<file path="src/emulated_phy_pkg.sv">
package emulated_phy_pkg;
    localparam logic [8:0] CTRL_OFFSET = 9'h1c0;
    localparam logic [8:0] STATUS_OFFSET = 9'h1c4;
    localparam logic [4:0] CTRL_INDEX = 5'h00;
    localparam logic [4:0] STATUS_INDEX = 5'h01;
    localparam int RESET_BIT = 15;
    localparam int LOOPBACK_BIT = 14;
    localparam int SPEED_BIT = 13;
    localparam int AUTONEG_BIT = 12;
    localparam int POWER_DOWN_BIT = 11;
    localparam int ISOLATE_BIT = 10;
    localparam int RESTART_BIT = 9;
    localparam int DUPLEX_BIT = 8;
    localparam int COLTEST_BIT = 7;
    localparam logic [15:0] CTRL_RESET = 16'h1000;
    localparam logic [15:0] CTRL_WRITE_MASK = 16'hff80;
    localparam logic [15:0] STATUS_VALUE = 16'h7800;
    localparam int CLOCK_MHZ = 200;
    localparam int STRAP_RESET_US = 102;
    localparam int STRAP_RESET_CYCLES = STRAP_RESET_US * CLOCK_MHZ;
endpackage

</file>
<file path="src/emulated_phy_ctrl_status.sv">
`timescale 1ns/1ps
module emulated_phy_ctrl_status #(
    parameter int STRAP_RESET_CYCLES = emulated_phy_pkg::STRAP_RESET_CYCLES
) (
    input wire logic sys_clk,
    input wire logic rst_n,
    input wire logic memSel,
    input wire logic memWrite,
    input wire logic [8:0] memAddr,
    input wire logic [31:0] memWdata,
    output logic [31:0] memRdata,
    input wire logic mgmtSel,
    input wire logic mgmtWrite,
    input wire logic [4:0] mgmtPhyAddr,
    input wire logic [4:0] mgmtRegIndex,
    input wire logic [15:0] mgmtWdata,
    output logic [15:0] mgmtRdata,
    output logic mgmtAck,
    input wire logic [4:0] phyAddrStrap,
    input wire logic chipPhyResetSet,
    output logic chipPhyResetBusy,
    input wire logic hostTxEn,
    input wire logic [3:0] hostTxData,
    input wire logic [3:0] fabricRxData,
    input wire logic fabricRxValid,
    output logic [3:0] hostRxData,
    output logic hostRxValid,
    output logic [3:0] fabricTxData,
    output logic fabricTxEn,
    output logic hostCol,
    output logic linkSpeed100,
    output logic linkFullDuplex,
    output logic autonegRefresh
);
    logic [15:0] ctrl_r;
    logic [15:0] ctrl_nxt;
    logic refresh_r;
    logic refresh_nxt;
    logic [15:0] memRdata_r;
    logic [15:0] memRdata_nxt;
    logic [15:0] mgmtRdata_r;
    logic [15:0] mgmtRdata_nxt;
    logic mgmtAck_r;
    logic mgmtAck_nxt;
    logic [4:0] strapMeta_r;
    logic [4:0] strapSync_r;
    logic [4:0] strap_r;
    logic [4:0] strap_nxt;
    logic strapTaken_r;
    logic strapTaken_nxt;
    logic [3:0] hostRxData_r;
    logic [3:0] hostRxData_nxt;
    logic hostRxValid_r;
    logic hostRxValid_nxt;
    logic [3:0] fabricTxData_r;
    logic [3:0] fabricTxData_nxt;
    logic fabricTxEn_r;
    logic fabricTxEn_nxt;
    logic hostCol_r;
    logic hostCol_nxt;
    logic linkSpeed100_r;
    logic linkSpeed100_nxt;
    logic linkFullDuplex_r;
    logic linkFullDuplex_nxt;
    logic timerDone;
    logic memHitCtrl;
    logic memHitStatus;
    logic mgmtIsCtrl;
    logic mgmtIsStatus;
    logic mgmtHit;
    logic memCtrlWrite;
    logic mgmtCtrlWrite;
    logic softReset;
    logic restartReq;

    // shared read view, also used for management reads
    function automatic logic [15:0] read_view(
        input logic [15:0] ctrl,
        input logic isCtrl,
        input logic isStatus
    );
        logic [15:0] v;
        v = 16'h0000;
        if (isCtrl) begin
            v = ctrl & emulated_phy_pkg::CTRL_WRITE_MASK;
        end else if (isStatus) begin
            v = emulated_phy_pkg::STATUS_VALUE;
        end
        return v;
    endfunction

    // bit 6 and bits 5:0 hold no storage, so a written one never sticks there
    function automatic logic [15:0] write_view(input logic [15:0] data);
        return data & emulated_phy_pkg::CTRL_WRITE_MASK;
    endfunction

    // chip-level reset request: its end restores the same defaults as a soft reset
    reset_timer #(
        .CYCLES(STRAP_RESET_CYCLES)
    ) u_reset_timer (
        .sys_clk(sys_clk),
        .rst_n(rst_n),
        .start(chipPhyResetSet),
        .busy(chipPhyResetBusy),
        .done(timerDone)
    );

    assign memHitCtrl = memAddr == emulated_phy_pkg::CTRL_OFFSET;
    assign memHitStatus = memAddr == emulated_phy_pkg::STATUS_OFFSET;
    assign mgmtIsCtrl = mgmtRegIndex == emulated_phy_pkg::CTRL_INDEX;
    assign mgmtIsStatus = mgmtRegIndex == emulated_phy_pkg::STATUS_INDEX;
    // strap is caught after reset release, never in the reset branch itself
    assign mgmtHit = mgmtSel && strapTaken_r && (mgmtPhyAddr == strap_r);
    // writes to the status offset or to unmapped places fall through with no effect
    assign memCtrlWrite = memSel && memWrite && memHitCtrl;
    assign mgmtCtrlWrite = mgmtHit && mgmtWrite && mgmtIsCtrl;
    assign softReset = ctrl_r[emulated_phy_pkg::RESET_BIT] || timerDone;
    assign restartReq = ctrl_r[emulated_phy_pkg::RESTART_BIT];

    // the strap pins are not timed to sys_clk; the synchroniser runs through reset so it is full at release
    always_ff @(posedge sys_clk) begin
        strapMeta_r <= phyAddrStrap;
        strapSync_r <= strapMeta_r;
    end

    // the strap is sampled once; a later change needs rst_n, since the chip-level reset request does not resample it
    always_comb begin
        strap_nxt = strap_r;
        strapTaken_nxt = 1'b1;
        if (!strapTaken_r) begin
            strap_nxt = strapSync_r;
        end
    end

    always_ff @(posedge sys_clk) begin
        if (!rst_n) begin
            strap_r <= 5'h00;
            strapTaken_r <= 1'b0;
        end else begin
            strap_r <= strap_nxt;
            strapTaken_r <= strapTaken_nxt;
        end
    end

    always_comb begin
        ctrl_nxt = ctrl_r;
        refresh_nxt = 1'b0;
        // a restart request is served in one cycle, so it reads back zero once that cycle has passed
        if (restartReq) begin
            ctrl_nxt[emulated_phy_pkg::RESTART_BIT] = 1'b0;
            refresh_nxt = 1'b1;
        end
        // memory writes keep only the low half; the upper half is padding
        if (memCtrlWrite) begin
            ctrl_nxt = write_view(memWdata[15:0]);
        end
        // management is applied last, so it wins a collision with a memory write
        if (mgmtCtrlWrite) begin
            ctrl_nxt = write_view(mgmtWdata);
        end
        // soft reset beats any simultaneous write: defaults land and the bit reads zero
        if (softReset) begin
            ctrl_nxt = emulated_phy_pkg::CTRL_RESET;
        end
    end

    always_ff @(posedge sys_clk) begin
        if (!rst_n) begin
            ctrl_r <= emulated_phy_pkg::CTRL_RESET;
            refresh_r <= 1'b0;
        end else begin
            ctrl_r <= ctrl_nxt;
            refresh_r <= refresh_nxt;
        end
    end

    // read data holds until the next access on its own bus
    always_comb begin
        memRdata_nxt = memRdata_r;
        mgmtRdata_nxt = mgmtRdata_r;
        mgmtAck_nxt = 1'b0;
        if (memSel) begin
            memRdata_nxt = read_view(ctrl_r, memHitCtrl, memHitStatus);
        end
        if (mgmtHit) begin
            mgmtAck_nxt = 1'b1;
            mgmtRdata_nxt = read_view(ctrl_r, mgmtIsCtrl, mgmtIsStatus);
        end
    end

    always_ff @(posedge sys_clk) begin
        if (!rst_n) begin
            memRdata_r <= 16'h0000;
            mgmtRdata_r <= 16'h0000;
            mgmtAck_r <= 1'b0;
        end else begin
            memRdata_r <= memRdata_nxt;
            mgmtRdata_r <= mgmtRdata_nxt;
            mgmtAck_r <= mgmtAck_nxt;
        end
    end

    // receive side: fabric traffic, or the host's own frames while looped back
    always_comb begin
        hostRxData_nxt = fabricRxData;
        hostRxValid_nxt = fabricRxValid;
        if (ctrl_r[emulated_phy_pkg::LOOPBACK_BIT]) begin
            hostRxData_nxt = hostTxData;
            hostRxValid_nxt = hostTxEn;
        end
    end

    always_ff @(posedge sys_clk) begin
        if (!rst_n) begin
            hostRxData_r <= 4'h0;
            hostRxValid_r <= 1'b0;
        end else begin
            hostRxData_r <= hostRxData_nxt;
            hostRxValid_r <= hostRxValid_nxt;
        end
    end

    // transmit side; collision test is not gated by loopback, software must pair them
    always_comb begin
        fabricTxData_nxt = hostTxData;
        fabricTxEn_nxt = hostTxEn;
        if (ctrl_r[emulated_phy_pkg::LOOPBACK_BIT]) begin
            // while looped back the fabric sees an idle, silent port
            fabricTxData_nxt = 4'h0;
            fabricTxEn_nxt = 1'b0;
        end
        // collision follows transmit enable with the same one-cycle latency as the data
        hostCol_nxt = ctrl_r[emulated_phy_pkg::COLTEST_BIT] && hostTxEn;
    end

    always_ff @(posedge sys_clk) begin
        if (!rst_n) begin
            fabricTxData_r <= 4'h0;
            fabricTxEn_r <= 1'b0;
            hostCol_r <= 1'b0;
        end else begin
            fabricTxData_r <= fabricTxData_nxt;
            fabricTxEn_r <= fabricTxEn_nxt;
            hostCol_r <= hostCol_nxt;
        end
    end

    // no negotiation is emulated; with autoneg on the link pins report 100 Mb/s full duplex
    always_comb begin
        linkSpeed100_nxt = 1'b1;
        linkFullDuplex_nxt = 1'b1;
        if (!ctrl_r[emulated_phy_pkg::AUTONEG_BIT]) begin
            linkSpeed100_nxt = ctrl_r[emulated_phy_pkg::SPEED_BIT];
            linkFullDuplex_nxt = ctrl_r[emulated_phy_pkg::DUPLEX_BIT];
        end
    end

    // registered so the link pins follow a control write one cycle late, never mid-cycle
    always_ff @(posedge sys_clk) begin
        if (!rst_n) begin
            linkSpeed100_r <= 1'b1;
            linkFullDuplex_r <= 1'b1;
        end else begin
            linkSpeed100_r <= linkSpeed100_nxt;
            linkFullDuplex_r <= linkFullDuplex_nxt;
        end
    end

    // every output below comes straight from a register, except the upper half of memRdata, which is tied to zero
    assign memRdata = {16'h0000, memRdata_r};
    assign mgmtRdata = mgmtRdata_r;
    assign mgmtAck = mgmtAck_r;
    assign autonegRefresh = refresh_r;
    assign hostRxData = hostRxData_r;
    assign hostRxValid = hostRxValid_r;
    assign fabricTxData = fabricTxData_r;
    assign fabricTxEn = fabricTxEn_r;
    assign hostCol = hostCol_r;
    assign linkSpeed100 = linkSpeed100_r;
    assign linkFullDuplex = linkFullDuplex_r;
endmodule // emulated_phy_ctrl_status

</file>
<file path="src/reset_timer.sv">
`timescale 1ns/1ps
// counts a fixed span after a start pulse; done is a one-cycle pulse
module reset_timer #(
    parameter int CYCLES = 20400
) (
    input wire logic sys_clk,
    input wire logic rst_n,
    input wire logic start,
    output logic busy,
    output logic done
);
    logic [31:0] count_r;
    logic [31:0] count_nxt;
    logic busy_r;
    logic busy_nxt;
    logic done_r;
    logic done_nxt;

    always_comb begin
        count_nxt = count_r;
        busy_nxt = busy_r;
        done_nxt = 1'b0;
        if (start) begin
            busy_nxt = 1'b1;
            count_nxt = 32'h0;
        end else if (busy_r) begin
            if (count_r == 32'(CYCLES - 1)) begin
                busy_nxt = 1'b0;
                done_nxt = 1'b1;
            end else begin
                count_nxt = count_r + 32'h1;
            end
        end
    end

    always_ff @(posedge sys_clk) begin
        if (!rst_n) begin
            count_r <= 32'h0;
            busy_r <= 1'b0;
            done_r <= 1'b0;
        end else begin
            count_r <= count_nxt;
            busy_r <= busy_nxt;
            done_r <= done_nxt;
        end
    end

    assign busy = busy_r;
    assign done = done_r;
endmodule // reset_timer

</file>
<file path="config.mk">
export PLATFORM = sky130hd
export DESIGN_NAME = emulated_phy_ctrl_status
export DESIGN_NICKNAME = d
export VERILOG_FILES = /design/src/emulated_phy_pkg.sv /design/src/emulated_phy_ctrl_status.sv /design/src/reset_timer.sv
export SDC_FILE = /design/constraint.sdc
export NUM_CORES = 1
export LEC_CHECK = 0
export ABC_AREA = 1
export BUFFER_PORTS_ARGS = -buffer_cell sky130_fd_sc_hd__buf_2
export CAP_MARGIN = 20
export CORE_MARGIN = 2
export CORE_UTILIZATION = 35
export DETAILED_ROUTE_END_ITERATION = 10
export PLACE_DENSITY = 0.62
export SYNTH_ARGS = -nofsm -noshare
export SYNTH_HDL_FRONTEND = slang
export SYNTH_SLANG_ARGS = --single-unit
export TNS_END_PERCENT = 1
</file>
<file path="constraint.sdc">
create_clock -name sys_clk -period 2.25 [get_ports sys_clk]
set_input_delay 0.45 -clock sys_clk [delete_from_list [all_inputs] [get_ports sys_clk]]
set_output_delay 0.45 -clock sys_clk [all_outputs]
set_load 0.05 [all_outputs]
</file>
==> impl_metrics.yaml <==
run_status:
  status: "complete, no violations"
synth:
  postSynthAreaPerCell_um2: 6.87
  synth_cell_type_count: 33
  synthMuxAreaShare_pct: 0
  synth_cells: 659
  seq_area_frac_synth_pct: 40.7
  synth_edf_count: 0
  synth-seq-cells: 92
  ys.flop_type: "dfxtp_1"
  synth_adder_area_share_pct: 0.276
  ys_async_sr_fraction_pct: 0
  syn-cell-area_mm2: 0.00453
  synth_compound_area_share_pct: 9.12
  synth-xor-area-share_pct: 2.90
  synth_top_family_by_area: "simple AND/OR/NAND/NOR gates"
  synth-simple-area-share_pct: 35.2
  ys_warn_count: 0
worst_setup_path:
  startpoint_type: "flip-flop"
  r2r_start: "u_reset_timer.count_r[0]"
  critPathKind: "reg2reg"
  r2r_slack_ns: 0.21
  r2r-end: "u_reset_timer.count_r[28]"
  cp.required_ns: 2.52
  cp-end-kind: "flip-flop"
  critPathArrivalTime_ns: 2.31
  path_max_fanout: 15
  rr_worst_depth: 11
clock_network:
  cts_resized: 0
  clk_pin_slew_ns: 0.07
  holdBufCountCts: 0
  h-tree-depth: 3
  cts_tree: "yes"
  clk_latency_ns: 0.35
  postCtsSetupBuffers: 0
  cts_num_sinks: 92
  cts-root-buf: "clkbuf_16"
  cts_inserted_buffers: 9
  cts.path.max_buffers: 2
floorplan:
  fp.dieW_um: 118
  core_mm2: 0.0126
  die-area_mm2: 0.0139
  num_rows: 41
  io-pin-count: 153
  start_util_pct: 35.9
  die_h_um: 118
layout:
  fill_cells: 1355
  drive_gt1_share_pct: 18.6
  layout_commonest_cell: "nand2_1"
  fin_cells: 940
  layout_common_cells: "nand2_1 (183), dfxtp_1 (92), buf_2 (92)"
  final_cell_area_mm2: 0.00545
  num-nets-final: 853
  num_antenna_cells: 0
  areaGrowthSynthToFinish_pct: 20.4
placement:
  gp_congestion: 0.963
  preCtsSetupSlack_ns: 0.182
  hpwl_um: 8810
  port_buffers: 92
  dpl_cell_area_mm2: 0.00515
  dp_cells: 924
detailed_routing:
  routed_wl_um: 11600
  via_count: 4236
  firstDrtPassIters: 5
  drt_iter0_drc: 324
  drcViolationCount: 0
  viasPerCell: 4.51
  routedWlPerCell_um: 12.4
  ant_nets: 0
hold_path:
  min_to: "strapMeta_r[3]"
  holdPathStages: 1
  hold_start: "phyAddrStrap[3]"
  hp-class: "in2reg"
run:
  maxCapViolations: 0
power_and_ir_drop:
  power_switching_share_pct: 26.4
  p_switching_uw: 947
  p_int_mw: 2.64
  seqPwrFrac_pct: 46.7
  p_leak_nw: 2.34
  power_density_mw_per_mm2: 657
  combinationalPowerShare_pct: 10.0
  irDropWorstVdd_v: 0.000388
  clockPowerShare_pct: 43.4
  finalPower_mw: 3.58
timing:
  finalSetupViolCount: 0
  hold_viol: 0
  period_share_pct: 90.8
  maxSlewHeadroom_pct: 30.5
  fmax_mhz: 490
  drv_slew: 0
  final.setup.tns_ns: 0
  min_period_ns: 2.04
  rsz0062_at_grt: "no"
  worst_slack_ns: 0.208
  finalClockSkew_ns: 0.00948
  worstMarginPinSlew_ns: 1.04
global_routing:
  grt_pass1_wl_um: 19100
  grt_usage_pct: 17.1
  grt_pass1_vias: 3866
  grt-ovfl-total: 0
  grt_max_degree: 31
  antenna_found_initial: 0
## per-layer routing
metal | global-route usage [%] | share of wire [%] | vias to the layer above | routed length (µm)
met5 | 0 | 0 | - | 0
met1 | 22.4 | 47 | 1847 | 5510
met4 | 5.35 | 1.7 | 0 | 196
met3 | 4.02 | 6.3 | 14 | 730
li1 | - | - | 2248 | -
met2 | 27.7 | 45 | 127 | 5200
## state kept, by name (all words and copies together), names as in the netlist, 4 cells and up
name and cells:
fabricTxData 4, strapSync_r 5, strapMeta_r 5, mgmtRdata 9, hostRxData 4, ctrl_r 9, u_reset_timer.count_r 32, memRdata_r 9
strap_r 5
## worst max path at each step
stage / cells past startpoint / to / slack (ns) / startpoint
2_1_floorplan: 11 / u_reset_timer.count_r[28] / 0.60 / u_reset_timer.count_r[0]
3_3_place_gp: 11 / u_reset_timer.count_r[31] / 0.21 / u_reset_timer.count_r[0]
3_5_place_dp: 11 / u_reset_timer.count_r[28] / 0.18 / u_reset_timer.count_r[0]
4_1_cts: 11 / u_reset_timer.count_r[13] / 0.18 / u_reset_timer.count_r[0]
5_1_grt: 11 / u_reset_timer.count_r[29] / 0.03 / u_reset_timer.count_r[0]
6_report: 11 / u_reset_timer.count_r[28] / 0.21 / u_reset_timer.count_r[0]
## power groups by stage
| stage | Sequential [mW] | Combinational (mW) | Clock [mW] |
|---|---|---|---|
| floorplan | 1.76 | 0.251 | 0 |
| global placement | 1.71 | 0.355 | 0 |
| detailed placement | 1.71 | 0.356 | 0 |
| CTS | 1.67 | 0.357 | 1.59 |
| global route | 1.68 | 0.382 | 1.67 |
| finish | 1.67 | 0.357 | 1.55 |
## cell families (layout without fill, tap and decap cells)
kind of cell / after synthesis / after routing
flops: 92 / 92
fa+ha+maj: 1 / 1
xor+xnor: 15 / 15
compound gates: 78 / 78
simple gates: 366 / 366
other cells: 1 / 30
buf+inv: 106 / 186
## cells in the mapped netlist (2+ instances only)
master	instances	area share [%]
nand2_1	183	15
dfxtp_1	92	41
nor2_1	90	7.5
nand3_1	60	6.6
inv_1	53	4.4
a21oi_1	43	4.8
buf_4	30	5.0
o21ai_0	27	3.0
clkbuf_1	10	0.83
xor2_1	10	1.9
nand3b_1	8	1.3
nand4_1	8	1.1
buf_2	6	0.66
o31ai_1	6	0.99
xnor2_1	5	0.97
nor2_4	3	0.75
nor3_1	3	0.33
a21oi_2	2	0.39
buf_6	2	0.50
clkinv_1	2	0.17
inv_2	2	0.17
nand2_2	2	0.28
nand3_2	2	0.44
## final cells by class
class | instances | area [µm²] | area share, %
clock buffer | 11 | 243 | 4.45
clock inverter | 5 | 60.1 | 1.10
inverter | 57 | 214 | 3.92
multi-input combinational | 490 | 2260 | 41.5
sequential | 92 | 1840 | 33.8
tap | 172 | 215 | 3.95
timing repair buffer | 113 | 618 | 11.3
## worst max-delay path, stage by stage (launching register included)
cell and delay [ns]:
dfxtp_1 0.34, ha_1 0.23, nand3_2 0.09, inv_2 0.05
nand2_2 0.08, nor2_4 0.05, inv_2 0.04, nor2_1 0.03
nor2_1 0.51, buf_4 0.32, nand2_1 0.10, a21oi_2 0.11
## through the flow
stage               hold WS, ns  utilization [%]
finish                    0.200             43.2
floorplan                 0.310                -
global route              0.191             43.2
CTS                       0.194             43.2
detailed placement        0.313             40.8
global placement          0.310             40.8
No activity file was read; power rests on OpenSTA's default activity.
